[src/hdnbu_pkg.sv]
// Shared constants, register map and types of the nine-bit half-duplex serial port
package hdnbu_pkg;

    // ------------------------------------------------------------
    // Register map
    // ------------------------------------------------------------
    // Register indices; one aligned word each
    localparam logic [7:0] SERIAL_DATA_IDX = 8'h00_D6;
    localparam logic [7:0] SERIAL_CONTROL_IDX = 8'h00_D7;
    localparam int unsigned WORD_BYTES = 4;
    localparam int unsigned SERIAL_DATA_ADDR = SERIAL_DATA_IDX * WORD_BYTES;
    localparam int unsigned SERIAL_CONTROL_ADDR = SERIAL_CONTROL_IDX * WORD_BYTES;

    // Control/status bit positions
    localparam int unsigned RX_READY_POS = 7;
    localparam int unsigned TX_EMPTY_POS = 6;
    localparam int unsigned RX_IRQ_EN_POS = 5;
    localparam int unsigned TX_IRQ_EN_POS = 4;
    localparam int unsigned BAUD_SEL_LSB = 1;
    localparam int unsigned NINTH_BIT_POS = 0;

    // Values after reset
    localparam logic [7:0] CONTROL_RESET = 8'h00_00;
    localparam logic [7:0] RX_BUFFER_RESET = 8'h00_00;

    // Bus answers
    localparam logic [1:0] RESP_OKAY = 2'h0;
    localparam logic [1:0] RESP_SLVERR = 2'h2;

    // ------------------------------------------------------------
    // Timing
    // ------------------------------------------------------------
    localparam int unsigned OVERSAMPLE = 8;
    localparam int unsigned TICK_CNT_W = 10;
    localparam logic [2:0] BAUD_RESERVED = 3'h7;
    // Internal clock divisors per baud code
    localparam int unsigned BAUD_DIVISOR [0:6] = '{6656, 3328, 1664, 832, 416, 256, 208};
    // Cycles between two oversampling ticks
    localparam int unsigned TICK_CYCLES [0:6] = '{
        BAUD_DIVISOR[0] / OVERSAMPLE, BAUD_DIVISOR[1] / OVERSAMPLE,
        BAUD_DIVISOR[2] / OVERSAMPLE, BAUD_DIVISOR[3] / OVERSAMPLE,
        BAUD_DIVISOR[4] / OVERSAMPLE, BAUD_DIVISOR[5] / OVERSAMPLE,
        BAUD_DIVISOR[6] / OVERSAMPLE};

    // Character framing
    localparam int unsigned FRAME_BITS = 11;
    localparam int unsigned PAYLOAD_BITS = 9;
    localparam logic [2:0] LAST_STATE = 3'h7;
    localparam logic [2:0] SAMPLE_A = 3'h3;
    localparam logic [2:0] SAMPLE_B = 3'h4;
    localparam logic [2:0] SAMPLE_C = 3'h5;

    // ------------------------------------------------------------
    // Types
    // ------------------------------------------------------------
    typedef struct packed {
        logic rxReady;
        logic txEmpty;
        logic rxIrqEn;
        logic txIrqEn;
        logic [2:0] baudSel;
        logic ninthBit;
    } hdnbu_ctrl_t;

    typedef enum logic [1:0] {
        TX_IDLE = 2'b01,
        TX_SEND = 2'b10
    } hdnbu_tx_state_t;

    typedef enum logic [3:0] {
        RX_IDLE = 4'b0001,
        RX_START = 4'b0010,
        RX_DATA = 4'b0100,
        RX_STOP = 4'b1000
    } hdnbu_rx_state_t;

endpackage

[src/hdnbu_baud_gen.sv]
// Oversampling tick generator: eight ticks per bit time
`timescale 1ns/10ps
module hdnbu_baud_gen (
    // Clock and reset
    input wire logic clk_sys,
    input wire logic sys_rst,
    // Control
    input wire logic [2:0] baudSel,
    input wire logic restart,
    // Tick out
    output logic tick
);

    // ------------------------------------------------------------
    // Reload selection
    // ------------------------------------------------------------
    logic [hdnbu_pkg::TICK_CNT_W-1:0] cnt_reg;
    logic [hdnbu_pkg::TICK_CNT_W-1:0] reloadVal;
    logic reserved;
    logic atZero;
    logic tooBig;

    // Reload value follows the select immediately
    always_comb begin
        reloadVal = '0;
        for (int i = 0; i < 7; i++) begin
            if (baudSel == 3'(i)) begin
                reloadVal = hdnbu_pkg::TICK_CNT_W'(hdnbu_pkg::TICK_CYCLES[i] - 1);
            end
        end
    end

    assign reserved = (baudSel == hdnbu_pkg::BAUD_RESERVED);
    assign atZero = (cnt_reg == '0);
    assign tooBig = (cnt_reg > reloadVal);

    // ------------------------------------------------------------
    // Down counter
    // ------------------------------------------------------------
    // A raised rate cuts the running count at once, no boundary wait
    always_ff @(posedge clk_sys) begin
        if (sys_rst || restart || reserved) begin
            cnt_reg <= reloadVal;
            tick <= 1'b0;
        end else if (atZero) begin
            cnt_reg <= reloadVal;
            tick <= 1'b1; // RULE12
        end else begin
            cnt_reg <= tooBig ? reloadVal : cnt_reg - 1'b1; // RULE18
            tick <= 1'b0;
        end
    end

endmodule

[src/hdnbu_top.sv]
// Nine-bit half-duplex asynchronous serial port with AXI4-Lite registers
//
// Notes on behaviour
// RULE1 - Frame is start bit, nine payload bits, one stop bit.
// RULE2 - Ninth bit holds its value until software writes or reception replaces it.
// RULE3 - Data write starts sending: enable output, start 0, eight bits LSB first, ninth.
// RULE4 - Stop bit 1 for one bit time, then output enable drops.
// RULE5 - Finished sending sets empty flag; enabled flag requests interrupt.
// RULE6 - Empty flag cleared by writing 0 or data write; writing 1 sets it.
// RULE7 - Idle receiver waits for falling edge, skips one eight-state start bit.
// RULE8 - Received ninth bit overwrites the ninth-bit control field.
// RULE9 - After nine bits wait stop bit, then move byte to buffer.
// RULE10 - Buffer load sets ready flag; enabled flag requests interrupt.
// RULE11 - Starting a transmission abandons any reception in progress.
// RULE12 - Baud select divides internal clock by printed divisors; code 7 reserved.
// RULE13 - Tick at eight per bit; each bit is two-of-three vote of samples.
// RULE14 - Writing interrupt enables leaves the flags unchanged.
// RULE15 - Reading data register returns receive buffer.
// RULE16 - Software must not read-modify-write the data register.
// RULE17 - Ready flag bit 7 clears on writing 0, sets on writing 1.
// RULE18 - Baud select changes act at once, mid-character included.
// RULE19 - Transmitted data is inverted at the output pin.
// RULE20 - Disabled output follows the port register value, kept high by software.
// RULE21 - Reset clears flags and enables, aborts transfers, drops output enable.
//
// The AXI4-Lite register port was left to the implementer.
`timescale 1ns/10ps
module hdnbu_top #(
    parameter int ADDR_W = 12
) (
    // Clock and reset
    input wire logic clk_sys,
    input wire logic sys_rst,
    // AXI4-Lite write address
    input wire logic [ADDR_W-1:0] s_axi_awaddr,
    input wire logic s_axi_awvalid,
    output logic s_axi_awready,
    // AXI4-Lite write data
    input wire logic [31:0] s_axi_wdata,
    input wire logic [3:0] s_axi_wstrb,
    input wire logic s_axi_wvalid,
    output logic s_axi_wready,
    // AXI4-Lite write response
    output logic [1:0] s_axi_bresp,
    output logic s_axi_bvalid,
    input wire logic s_axi_bready,
    // AXI4-Lite read address
    input wire logic [ADDR_W-1:0] s_axi_araddr,
    input wire logic s_axi_arvalid,
    output logic s_axi_arready,
    // AXI4-Lite read data
    output logic [31:0] s_axi_rdata,
    output logic [1:0] s_axi_rresp,
    output logic s_axi_rvalid,
    input wire logic s_axi_rready,
    // Serial line
    input wire logic serialInLine,
    input wire logic portBitValue,
    output logic serial_out_line,
    output logic tx_output_enable,
    // Interrupt requests
    output logic txIrqReq,
    output logic rxIrqReq
);

    // ------------------------------------------------------------
    // Elaboration check
    // ------------------------------------------------------------
    if (ADDR_W < 10 || ADDR_W > 32) begin : gBadAddrW
        $error("ADDR_W must cover the register words and fit 32 bits");
    end

    // ------------------------------------------------------------
    // Declarations
    // ------------------------------------------------------------
    hdnbu_pkg::hdnbu_ctrl_t ctrl_reg;
    hdnbu_pkg::hdnbu_tx_state_t txState_reg;
    hdnbu_pkg::hdnbu_rx_state_t rxState_reg;
    logic [7:0] rxBuffer_reg;
    logic [ADDR_W-1:0] awAddr_reg;
    logic [31:0] wData_reg;
    logic wStrb0_reg;
    logic awHeld_reg;
    logic wHeld_reg;
    logic [10:0] txShift_reg;
    logic [3:0] txBitCnt_reg;
    logic [2:0] txPhase_reg;
    logic [8:0] rxShift_reg;
    logic [3:0] rxBitCnt_reg;
    logic [2:0] rxPhase_reg;
    logic [1:0] voteCnt_reg;
    logic rxSync1_reg;
    logic rxSync2_reg;
    logic rxPrev_reg;
    logic tick;

    // ------------------------------------------------------------
    // Bus decode
    // ------------------------------------------------------------
    logic doAw;
    logic doW;
    logic doWrite;
    logic doAr;
    logic awHeldNext;
    logic wHeldNext;
    logic bvalidNext;
    logic rvalidNext;
    logic wrData;
    logic wrCtrl;
    logic wrHit;
    logic rdData;
    logic rdCtrl;

    assign doAw = s_axi_awvalid && s_axi_awready;
    assign doW = s_axi_wvalid && s_axi_wready;
    assign doWrite = awHeld_reg && wHeld_reg && !s_axi_bvalid;
    assign doAr = s_axi_arvalid && s_axi_arready;
    assign awHeldNext = (awHeld_reg || doAw) && !doWrite;
    assign wHeldNext = (wHeld_reg || doW) && !doWrite;
    assign bvalidNext = doWrite || (s_axi_bvalid && !s_axi_bready);
    assign rvalidNext = doAr || (s_axi_rvalid && !s_axi_rready);
    assign wrHit = (awAddr_reg[1:0] == 2'h0) && wStrb0_reg;
    assign wrData = doWrite && wrHit && (32'(awAddr_reg) == hdnbu_pkg::SERIAL_DATA_ADDR);
    assign wrCtrl = doWrite && wrHit && (32'(awAddr_reg) == hdnbu_pkg::SERIAL_CONTROL_ADDR);
    assign rdData = (32'(s_axi_araddr) == hdnbu_pkg::SERIAL_DATA_ADDR);
    assign rdCtrl = (32'(s_axi_araddr) == hdnbu_pkg::SERIAL_CONTROL_ADDR);

    // Address and data are held until both have arrived
    always_ff @(posedge clk_sys) begin
        if (sys_rst) begin
            awHeld_reg <= 1'b0;
            wHeld_reg <= 1'b0;
            awAddr_reg <= '0;
            wData_reg <= 32'h0000_0000;
            wStrb0_reg <= 1'b0;
        end else begin
            awHeld_reg <= awHeldNext;
            wHeld_reg <= wHeldNext;
            if (doAw) begin
                awAddr_reg <= s_axi_awaddr;
            end
            if (doW) begin
                wData_reg <= s_axi_wdata;
                wStrb0_reg <= s_axi_wstrb[0];
            end
        end
    end

    // Handshake outputs, all from flops
    always_ff @(posedge clk_sys) begin
        if (sys_rst) begin
            s_axi_awready <= 1'b0;
            s_axi_wready <= 1'b0;
            s_axi_bvalid <= 1'b0;
            s_axi_bresp <= hdnbu_pkg::RESP_OKAY;
            s_axi_arready <= 1'b0;
            s_axi_rvalid <= 1'b0;
        end else begin
            s_axi_awready <= !awHeldNext && !bvalidNext;
            s_axi_wready <= !wHeldNext && !bvalidNext;
            s_axi_bvalid <= bvalidNext;
            if (doWrite) begin
                s_axi_bresp <= (wrData || wrCtrl) ? hdnbu_pkg::RESP_OKAY
                                                 : hdnbu_pkg::RESP_SLVERR;
            end
            s_axi_arready <= !rvalidNext;
            s_axi_rvalid <= rvalidNext;
        end
    end

    // Read data; reads have no side effects
    always_ff @(posedge clk_sys) begin
        if (sys_rst) begin
            s_axi_rdata <= 32'h0000_0000;
            s_axi_rresp <= hdnbu_pkg::RESP_OKAY;
        end else if (doAr) begin
            s_axi_rdata <= rdData ? {24'h00_0000, rxBuffer_reg} : // RULE15
                           rdCtrl ? {24'h00_0000, ctrl_reg} : 32'h0000_0000;
            s_axi_rresp <= (rdData || rdCtrl) ? hdnbu_pkg::RESP_OKAY
                                             : hdnbu_pkg::RESP_SLVERR;
        end
    end

    // ------------------------------------------------------------
    // Line input and baud ticks
    // ------------------------------------------------------------
    logic txStart;
    logic rxEdge;
    logic rxIdle;
    logic txBusy;

    assign txStart = wrData; // RULE3
    assign txBusy = (txState_reg == hdnbu_pkg::TX_SEND);
    assign rxIdle = (rxState_reg == hdnbu_pkg::RX_IDLE);
    assign rxEdge = rxIdle && !txBusy && !txStart && rxPrev_reg && !rxSync2_reg; // RULE7

    // Two-flop synchroniser then edge history
    always_ff @(posedge clk_sys) begin
        if (sys_rst) begin
            rxSync1_reg <= 1'b1;
            rxSync2_reg <= 1'b1;
            rxPrev_reg <= 1'b1;
        end else begin
            rxSync1_reg <= serialInLine;
            rxSync2_reg <= rxSync1_reg;
            rxPrev_reg <= rxSync2_reg;
        end
    end

    // Divider restarts to align its phase with each character
    hdnbu_baud_gen u_baud_gen (
        .clk_sys(clk_sys),
        .sys_rst(sys_rst),
        .baudSel(ctrl_reg.baudSel),
        .restart(txStart || rxEdge),
        .tick(tick)
    );

    // ------------------------------------------------------------
    // Transmitter
    // ------------------------------------------------------------
    logic txBitEnd;
    logic txDone;

    assign txBitEnd = txBusy && tick && (txPhase_reg == hdnbu_pkg::LAST_STATE);
    assign txDone = txBitEnd && (txBitCnt_reg == 4'(hdnbu_pkg::FRAME_BITS - 1));

    // Shift out stop, ninth, data, start from the low end
    always_ff @(posedge clk_sys) begin
        if (sys_rst) begin
            txState_reg <= hdnbu_pkg::TX_IDLE; // RULE21
            txShift_reg <= '1;
            txBitCnt_reg <= 4'h0;
            txPhase_reg <= 3'h0;
        end else if (txStart) begin
            txState_reg <= hdnbu_pkg::TX_SEND;
            txShift_reg <= {1'b1, ctrl_reg.ninthBit, wData_reg[7:0], 1'b0}; // RULE1 RULE3
            txBitCnt_reg <= 4'h0;
            txPhase_reg <= 3'h0;
        end else if (txDone) begin
            txState_reg <= hdnbu_pkg::TX_IDLE; // RULE4
        end else if (txBusy && tick) begin
            txPhase_reg <= txPhase_reg + 3'h1;
            if (txBitEnd) begin
                txShift_reg <= {1'b1, txShift_reg[10:1]};
                txBitCnt_reg <= txBitCnt_reg + 4'h1;
            end
        end
    end

    // Pin: inverted frame while enabled, port value otherwise
    always_ff @(posedge clk_sys) begin
        if (sys_rst) begin
            tx_output_enable <= 1'b0; // RULE21
            serial_out_line <= 1'b1;
        end else begin
            tx_output_enable <= txBusy; // RULE4
            serial_out_line <= txBusy ? !txShift_reg[0] : portBitValue; // RULE19 RULE20
        end
    end

    // ------------------------------------------------------------
    // Receiver
    // ------------------------------------------------------------
    logic rxBitEnd;
    logic sampleNow;
    logic votedBit;
    logic rxLoad;

    assign rxBitEnd = tick && (rxPhase_reg == hdnbu_pkg::LAST_STATE);
    assign sampleNow = tick && (rxPhase_reg == hdnbu_pkg::SAMPLE_A ||
                                rxPhase_reg == hdnbu_pkg::SAMPLE_B ||
                                rxPhase_reg == hdnbu_pkg::SAMPLE_C);
    assign votedBit = voteCnt_reg[1]; // RULE13
    assign rxLoad = (rxState_reg == hdnbu_pkg::RX_STOP) && rxBitEnd; // RULE9

    // Start skip, nine voted bits, stop wait
    always_ff @(posedge clk_sys) begin
        if (sys_rst || txStart || txBusy) begin
            rxState_reg <= hdnbu_pkg::RX_IDLE; // RULE11 RULE21
            rxPhase_reg <= 3'h0;
            rxBitCnt_reg <= 4'h0;
            voteCnt_reg <= 2'h0;
            rxShift_reg <= '0;
        end else begin
            unique case (rxState_reg)
                hdnbu_pkg::RX_IDLE: begin
                    rxPhase_reg <= 3'h0;
                    if (rxEdge) begin
                        rxState_reg <= hdnbu_pkg::RX_START;
                    end
                end
                hdnbu_pkg::RX_START: begin
                    if (tick) begin
                        rxPhase_reg <= rxPhase_reg + 3'h1;
                    end
                    if (rxBitEnd) begin
                        rxState_reg <= hdnbu_pkg::RX_DATA; // RULE7
                        rxBitCnt_reg <= 4'h0;
                        voteCnt_reg <= 2'h0;
                    end
                end
                hdnbu_pkg::RX_DATA: begin
                    if (tick) begin
                        rxPhase_reg <= rxPhase_reg + 3'h1;
                    end
                    if (sampleNow && rxSync2_reg && !voteCnt_reg[1]) begin
                        voteCnt_reg <= voteCnt_reg + 2'h1; // RULE13
                    end
                    if (rxBitEnd) begin
                        rxShift_reg <= {votedBit, rxShift_reg[8:1]};
                        rxBitCnt_reg <= rxBitCnt_reg + 4'h1;
                        voteCnt_reg <= 2'h0;
                        if (rxBitCnt_reg == 4'(hdnbu_pkg::PAYLOAD_BITS - 1)) begin
                            rxState_reg <= hdnbu_pkg::RX_STOP;
                        end
                    end
                end
                hdnbu_pkg::RX_STOP: begin
                    if (tick) begin
                        rxPhase_reg <= rxPhase_reg + 3'h1;
                    end
                    if (rxBitEnd) begin
                        rxState_reg <= hdnbu_pkg::RX_IDLE;
                    end
                end
            endcase
        end
    end

    // Receive buffer is loaded only at the end of the stop bit
    always_ff @(posedge clk_sys) begin
        if (sys_rst) begin
            rxBuffer_reg <= hdnbu_pkg::RX_BUFFER_RESET;
        end else if (rxLoad) begin
            rxBuffer_reg <= rxShift_reg[7:0]; // RULE9
        end
    end

    // ------------------------------------------------------------
    // Control and status register
    // ------------------------------------------------------------
    logic [7:0] ctrlWr;

    assign ctrlWr = wData_reg[7:0];

    // Hardware sets win over software clears in the same cycle
    always_ff @(posedge clk_sys) begin
        if (sys_rst) begin
            ctrl_reg <= hdnbu_pkg::CONTROL_RESET; // RULE21
        end else begin
            if (wrCtrl) begin
                ctrl_reg.rxIrqEn <= ctrlWr[hdnbu_pkg::RX_IRQ_EN_POS]; // RULE14
                ctrl_reg.txIrqEn <= ctrlWr[hdnbu_pkg::TX_IRQ_EN_POS]; // RULE14
                ctrl_reg.baudSel <= ctrlWr[hdnbu_pkg::BAUD_SEL_LSB +: 3]; // RULE18
            end
            if (rxLoad) begin
                ctrl_reg.ninthBit <= rxShift_reg[8]; // RULE8
            end else if (wrCtrl) begin
                ctrl_reg.ninthBit <= ctrlWr[hdnbu_pkg::NINTH_BIT_POS]; // RULE2
            end
            if (rxLoad) begin
                ctrl_reg.rxReady <= 1'b1; // RULE10
            end else if (wrCtrl) begin
                ctrl_reg.rxReady <= ctrlWr[hdnbu_pkg::RX_READY_POS]; // RULE17
            end
            if (txDone) begin
                ctrl_reg.txEmpty <= 1'b1; // RULE5
            end else if (wrData) begin
                ctrl_reg.txEmpty <= 1'b0; // RULE6
            end else if (wrCtrl) begin
                ctrl_reg.txEmpty <= ctrlWr[hdnbu_pkg::TX_EMPTY_POS]; // RULE6
            end
        end
    end

    // ------------------------------------------------------------
    // Interrupt requests
    // ------------------------------------------------------------
    // Enables only gate the flags onto the request lines
    always_ff @(posedge clk_sys) begin
        if (sys_rst) begin
            txIrqReq <= 1'b0;
            rxIrqReq <= 1'b0;
        end else begin
            txIrqReq <= ctrl_reg.txEmpty && ctrl_reg.txIrqEn; // RULE5 RULE14
            rxIrqReq <= ctrl_reg.rxReady && ctrl_reg.rxIrqEn; // RULE10 RULE14
        end
    end

endmodule

[config.mk]
export PLATFORM = sky130hd
export DESIGN_NAME = hdnbu_top
export DESIGN_NICKNAME = d
export VERILOG_FILES = /design/src/hdnbu_pkg.sv /design/src/hdnbu_baud_gen.sv /design/src/hdnbu_top.sv
export SDC_FILE = /design/constraint.sdc
export NUM_CORES = 1
export LEC_CHECK = 0
export BUFFER_PORTS_ARGS = -buffer_cell sky130_fd_sc_hd__buf_2
export CAP_MARGIN = 20
export CORE_MARGIN = 2
export CORE_UTILIZATION = 38
export DETAILED_ROUTE_END_ITERATION = 10
export GPL_TIMING_DRIVEN = 1
export RECOVER_POWER = 25
export REMOVE_ABC_BUFFERS = 1
export SLEW_MARGIN = 5
export SYNTH_ARGS = -nofsm -noshare
export SYNTH_HDL_FRONTEND = slang
export SYNTH_SLANG_ARGS = --single-unit
[constraint.sdc]
create_clock -name clk_sys -period 4.4 [get_ports clk_sys]
set_input_delay 0.44 -clock clk_sys [delete_from_list [all_inputs] [get_ports clk_sys]]
set_output_delay 0.44 -clock clk_sys [all_outputs]
set_load 0.03 [all_outputs]
==> out/qor.txt, run 1 <==
CP startpoint kind: input port
Critical Path End: u_baud_gen.cnt_reg[0]$_DFF_P_
Post-DR vias/cell: 4.91
Filler Cells Inserted: 1375
Placed wire-length estimate: 7540 um
Reg2reg start: ctrl_reg[2]$_SDFFE_PP0P_
Commonest non-fill, non-tap cell in the layout: dfxtp_1
PostCTS Resize Cnt: 0
Setup CP Type: in2reg
Starting density of the core: 38.4%
Core Util, Final: 44.6%
Routed wire per std cell: 12.9 um
Worst R2R End: u_baud_gen.cnt_reg[5]$_DFF_P_
Initial DRC Count: 186
# DRC: 0
Reg clk slew, reported paths: 60 ps
CP endpoint kind: flip-flop
Maximum VDD drop: 0.281 mV
Final Cycle Share: 69.3%
Gr usage total: 15.7%
Synthesis-to-layout area growth: 16.2%
Number of global-route vias before repair: 4033
Post-DRT Antenna Nets: 0
FFs w/ async S/R, synth: 0%
Final WS setup: 1350 ps
Post-synthesis register bit count: 113
RSZ-0062 raised after global routing: no
Fin. max-slew vios: 48
DRT Wirelength: 11000 um
Clk Latency, worst-skew pair: 420 ps
Primary FF master, synth: dfxtp_1
Max-Cap Viols: 1
Synth unique cells: 67
Status: finished, violations left
Vias: 4151
Critical path arrival: 3410 ps
Critical Path Fanout Max: 47
Hold Crit Class: in2reg
Crit. Startpoint: sys_rst
XOR/XNOR share of the synthesized area: 2.49%
Sink Count: 113
Setup violations, final: 0
Lkg Pwr: 0.00263 uW
Failing checks: max-capacitance violations, max-slew violations
Largest register FFs: 12
Num ports: 114
Largest net degree at the start of global routing: 48
Final nets: 743
Post-Syn Instances: 602
Total power: 2670 uW
Worst hold slack: 205 ps
Setup slack, reg-to-reg: 1580 ps
First-pass GRT wire length: 18400 um
Most frequent cells in the layout: dfxtp_1, nand2_1, nor2_1, a21oi_1, buf_2
Ys Warns: 0
Synth Area in Simple Gates: 22.8%
Top post-synthesis cells by area: dfxtp_1, mux2i_1, nand2_1
Hold Crit Start: serialInLine
Max Clock Freq: 328 MHz
TNS Setup: 0 ps
H-tree lvl count: 4
Post-synthesis adder-cell area fraction: 4.99%
Post-place setup slack: 1340 ps
GPL Wtd Cong: 0.758
GR Overflow Total: 0
PD cells: 437 nW/um2
IO buf count: 60
# hold bufs at CTS: 0
Setup Buffers After CTS: 0
Post-synthesis mux area share: 8.74%
Sequential area share after synthesis: 42.9%
Row count: 43
ANT cells: 0
Top-area cell type share of the netlist area: 42.9%
Drt pass-1 iters: 4
Worst Max-Slew Pin Slew: 1980 ps
Leading area contributor after synthesis: dfxtp_1
Worst slew margin: -32.1%
Die height: 122 um
Main combinational cell family by area after synthesis: simple AND/OR/NAND/NOR gates
Initial antenna violation count: 0
Ratio of cells with drive above 1 in the final layout: 14.7%
Post-synthesis compound-gate area fraction: 10.5%
Final Hold Violating Endpoints: 0
Clock Tree Root: clkbuf_16
Post-synth EDFFs: 0
Core Area: 13700 um2
DIE AREA: 14800 um2
TritonCTS clock tree: built
Critical Path RT: 4760 ps
Setup Skew: 6.51 ps
Avg Cell Area, Syn: 8.75 um2
Cell Area, Synth: 5270 um2
Chip width: 122 um
Fin crit period: 3050 ps
Reg2Reg Depth: 9
CTS buffer count: 17
CTS max path bufs: 2
==> final cells by class <==
| type | count | area (um2) | area share (%) |
|---|---|---|---|
| Multi-Input combinational cell | 446 | 2710 | 44.2 |
| Clock inverter | 14 | 143 | 2.33 |
| Tap cell | 180 | 225 | 3.68 |
| Sequential cell | 113 | 2260 | 36.9 |
| Timing Repair Buffer | 62 | 299 | 4.88 |
| Inverter | 13 | 48.8 | 0.797 |
| Clock buffer | 18 | 439 | 7.17 |
==> stage by stage <==
step	instances	area, um2
floorplan	572	5020
global placement	813	5550
detailed placement	813	5550
CTS	845	6130
global route	846	6120
finish	846	6120
==> worst min path at each step <==
stage / depth (start not counted) / end / slack (ps)
after detailed placement: 1 / rxSync2_reg$_SDFF_PP1_ / 420
final: 2 / rxSync1_reg$_SDFF_PP1_ / 210
after global routing: 2 / rxSync1_reg$_SDFF_PP1_ / 210
after global placement: 1 / rxSync2_reg$_SDFF_PP1_ / 420
after floorplan: 1 / rxSync2_reg$_SDFF_PP1_ / 390
after CTS: 2 / rxSync1_reg$_SDFF_PP1_ / 190
==> Yosys cell counts (3+ instances only) <==
cell type  number
xor2_1          6
inv_1          13
clkbuf_1       18
nand4_1         3
mux2i_1        46
dfxtp_1       113
nand2b_1       12
nor4b_1         4
nor3_1          7
xnor2_1         9
o21bai_1        3
a21oi_1        62
buf_2           6
nor4_1          7
nand3_1         9
buf_4          27
nor2b_1         4
nor2_1         73
or2_1           8
o21ai_0         7
or2_2           6
nand2_1        83
and2_1          3
ha_1           21
==> layer usage <==
metal | track usage, % | vias up | part of all wire (%)
li1 | - | 2106 | -
met1 | 18.3 | 1919 | 44
met2 | 26.9 | 104 | 50
met3 | 4.82 | 22 | 4.7
met4 | 6.39 | 0 | 1.8
met5 | 0 | - | 0
==> where the power goes <==
group | total [uW] | internal [uW] | switching, uW
registers | 1080 | 1060 | 24.9
clock network | 1350 | 809 | 537
logic | 249 | 99.9 | 149
total | 2670 | 1960 | 710
==> worst max-delay path, cell delays in order <==
cell      delay [ps]
clkbuf_1        1390
clkbuf_1        1000
or2b_1           370
o41a_1           190
==> logic make-up after synthesis <==
logic type	count (synthesis)
xor gates and xnor gates	15
and+or+nand+nor	243
DFF	113
adders and majority gates	21
muxes	46
other	1
buffers and inverters	68
AOI/OAI and AO/OA	95
Power figures use the tool's default switching activity.
==> inputs of run 2 (changes only) <==
clock period = 2.6 ns   (was 4.4 ns; I/O delays follow)
==> run 2 against run 1 <==
Compared with the run above: the run now ends clean; global-route usage down 0.11 points; register-to-register slack worse by 1400 ps; count of clock-buffer cells in the layout up 3; total power up 71%; via count up 0.24%; clock skew up 2.4 ps; sequential share of layout area down 0.54 points; clock power up 70%; sequential cell count unchanged; combinational power up 84%; non-clock buffer count up 10; worst setup slack worse by 1200 ps; largest power group unchanged.
==> out/qor.txt, run 2 (synthesis results as in run 1) <==
DIE AREA: 14800 um2 (unchanged)
CTS buffer count: 17 (unchanged)
Max Clock Freq: 414 MHz
Synthesis-to-layout area growth: 18.0%
H-tree lvl count: 4 (unchanged)
Initial DRC Count: 175 (-5.9%)
Routed wire per std cell: 12.6 um (-2.8%)
GPL Wtd Cong: 0.775 (+2.2%)
# hold bufs at CTS: 0 (unchanged)
Row count: 43 (unchanged)
Status: completed
Placed wire-length estimate: 7720 um (+2.3%)
Fin crit period: 2420 ps
Worst Max-Slew Pin Slew: 1330 ps (-650 ps)
Sink Count: 113 (unchanged)
CP startpoint kind: flip-flop
Final Hold Violating Endpoints: 0 (unchanged)
Most frequent cells in the layout: dfxtp_1, nand2_1, nor2_1, a21oi_1, buf_2
Starting density of the core: 38.4% (unchanged)
CP endpoint kind: flip-flop
Commonest non-fill, non-tap cell in the layout: dfxtp_1
Critical Path RT: 2890 ps (-1870 ps)
Maximum VDD drop: 0.513 mV (+83%)
Setup Skew: 8.89 ps (+2.38 ps)
Reg area: 2260 um2 (about the same)
Worst slew margin: 11.3% (+43 points)
Clk Latency, worst-skew pair: 410 ps (about the same)
Max-Cap Viols: 0 (-1)
Design Area, Final: 6220 um2 (+1.5%)
Reg clk slew, reported paths: 50 ps (about the same)
Worst hold endpoint: rxSync1_reg$_SDFF_PP1_
Setup violations, final: 0 (unchanged)
Largest net degree at the start of global routing: 73 (+52%)
Area after DPL: 5630 um2 (+1.5%)
DRT Wirelength: 10800 um (-1.7%)
Clock Tree Root: clkbuf_16
Chip width: 122 um (unchanged)
Lkg Pwr: 0.00269 uW (+2.3%)
First-pass GRT wire length: 18400 um (-0.37%)
IO buf count: 60 (unchanged)
Gr usage total: 15.6% (-0.11 points)
Number of global-route vias before repair: 4069 (+0.89%)
Final nets: 753 (+1.3%)
Post-DR vias/cell: 4.87 (-0.81%)
CTS max path bufs: 2 (unchanged)
Initial antenna violation count: 1 (+1)
Die height: 122 um (unchanged)
Largest register FFs: 12 (unchanged)
Hold Crit Start: serialInLine
ANT cells: 0 (unchanged)
GR Overflow Total: 0 (unchanged)
Reg2reg start: ctrl_reg[1]$_SDFFE_PP0P_
Drt pass-1 iters: 6 (+2)
Core Area: 13700 um2 (unchanged)
Final Cycle Share: 93.0%
Post-DRT Antenna Nets: 0 (unchanged)
Vias: 4161 (+0.24%)
PD cells: 737 nW/um2 (+69%)
Setup slack, reg-to-reg: 180 ps (-1400 ps)
Ratio of cells with drive above 1 in the final layout: 15.9% (+1.1 points)
Worst R2R End: u_baud_gen.cnt_reg[5]$_DFF_P_
TritonCTS clock tree: built
Filler Cells Inserted: 1338 (-2.7%)
Reg2Reg Depth: 9 (unchanged)
Hold Crit Class: in2reg
Total power: 4590 uW (+71%)
Setup CP Type: reg2reg
Critical path arrival: 2700 ps (-710 ps)
Critical Path Fanout Max: 9 (-81%)
Footprint of the multi-input gates: 2720 um2 (+0.51%)
# DRC: 0 (unchanged)
WHS Path Cells: 2 (unchanged)
Num ports: 114 (unchanged)
Fin. max-slew vios: 0 (-100%)
RSZ-0062 raised after global routing: no
==> run 2: final cells by class <==
cell class	instances	share of cell area (%)
multi-input cells	446	43.8
flip-flops and latches	113	36.4
clock buffers	21	7.24
repair buffers	72	6.00
well taps	180	3.62
clock inverters	10	2.19
inverters	13	0.785
==> run 2: worst max-delay path by stage <==
stage / startpoint / cells past startpoint / slack, ps / end
after floorplan: ctrl_reg[2]$_SDFFE_PP0P_ / 7 / 140 / u_baud_gen.cnt_reg[1]$_DFF_P_
after global placement: ctrl_reg[2]$_SDFFE_PP0P_ / 9 / 140 / u_baud_gen.cnt_reg[4]$_DFF_P_
after detailed placement: ctrl_reg[2]$_SDFFE_PP0P_ / 9 / -30 / u_baud_gen.cnt_reg[6]$_DFF_P_
after CTS: ctrl_reg[2]$_SDFFE_PP0P_ / 9 / 20 / u_baud_gen.cnt_reg[5]$_DFF_P_
after global routing: ctrl_reg[1]$_SDFFE_PP0P_ / 12 / 2 / u_baud_gen.cnt_reg[5]$_DFF_P_
final: ctrl_reg[1]$_SDFFE_PP0P_ / 9 / 180 / u_baud_gen.cnt_reg[5]$_DFF_P_
==> run 2: worst max-delay path, cell delays in order (launching register included) <==
cell	delay (ps)
dfxtp_1	340
or3_1	420
ha_1	330
a21oi_2	170
o21ai_0	140
a2111oi_2	310
buf_4	170
o21ai_1	50
buf_4	200
mux2i_2	160
==> run 2: metrics by stage <==
step	hold slack, ps	setup WS (ps)	std cells	utilization, %	setup TNS [ps]
final	30.4	182	855	45.3	0
after global routing	25.6	2.34	855	45.3	0
after CTS	17.4	24.4	855	45.3	0
after detailed placement	423	-32.4	824	41.1	-215
after global placement	429	143	824	41.1	0
after floorplan	329	136	572	-	0
==> run 2: power by group <==
part / total [uW] / internal (uW) / switching (uW) / leakage [uW]
sequential: 1830 / 1790 / 45.1 / 0.000917
combinational: 457 / 197 / 260 / 0.00149
clock: 2300 / 1520 / 775 / 0.000291
==> run 2: routing by layer <==
metal / up-vias / share of wire (%) / GRT usage (%)
met2: 95 / 49 / 26.2
met1: 1922 / 43 / 18.1
met3: 21 / 5.1 / 5.20
met4: 2 / 2.2 / 6.90
met5: - / 0.093 / 0
li1: 2121 / - / -
==> run 2: timing repair <==
action | in CTS | in global routing
resized for setup | 1 | 4
setup endpoints to repair | 10 | 10
buffers inserted | 0 | 0
endpoints found under the hold margin | 0 | 0
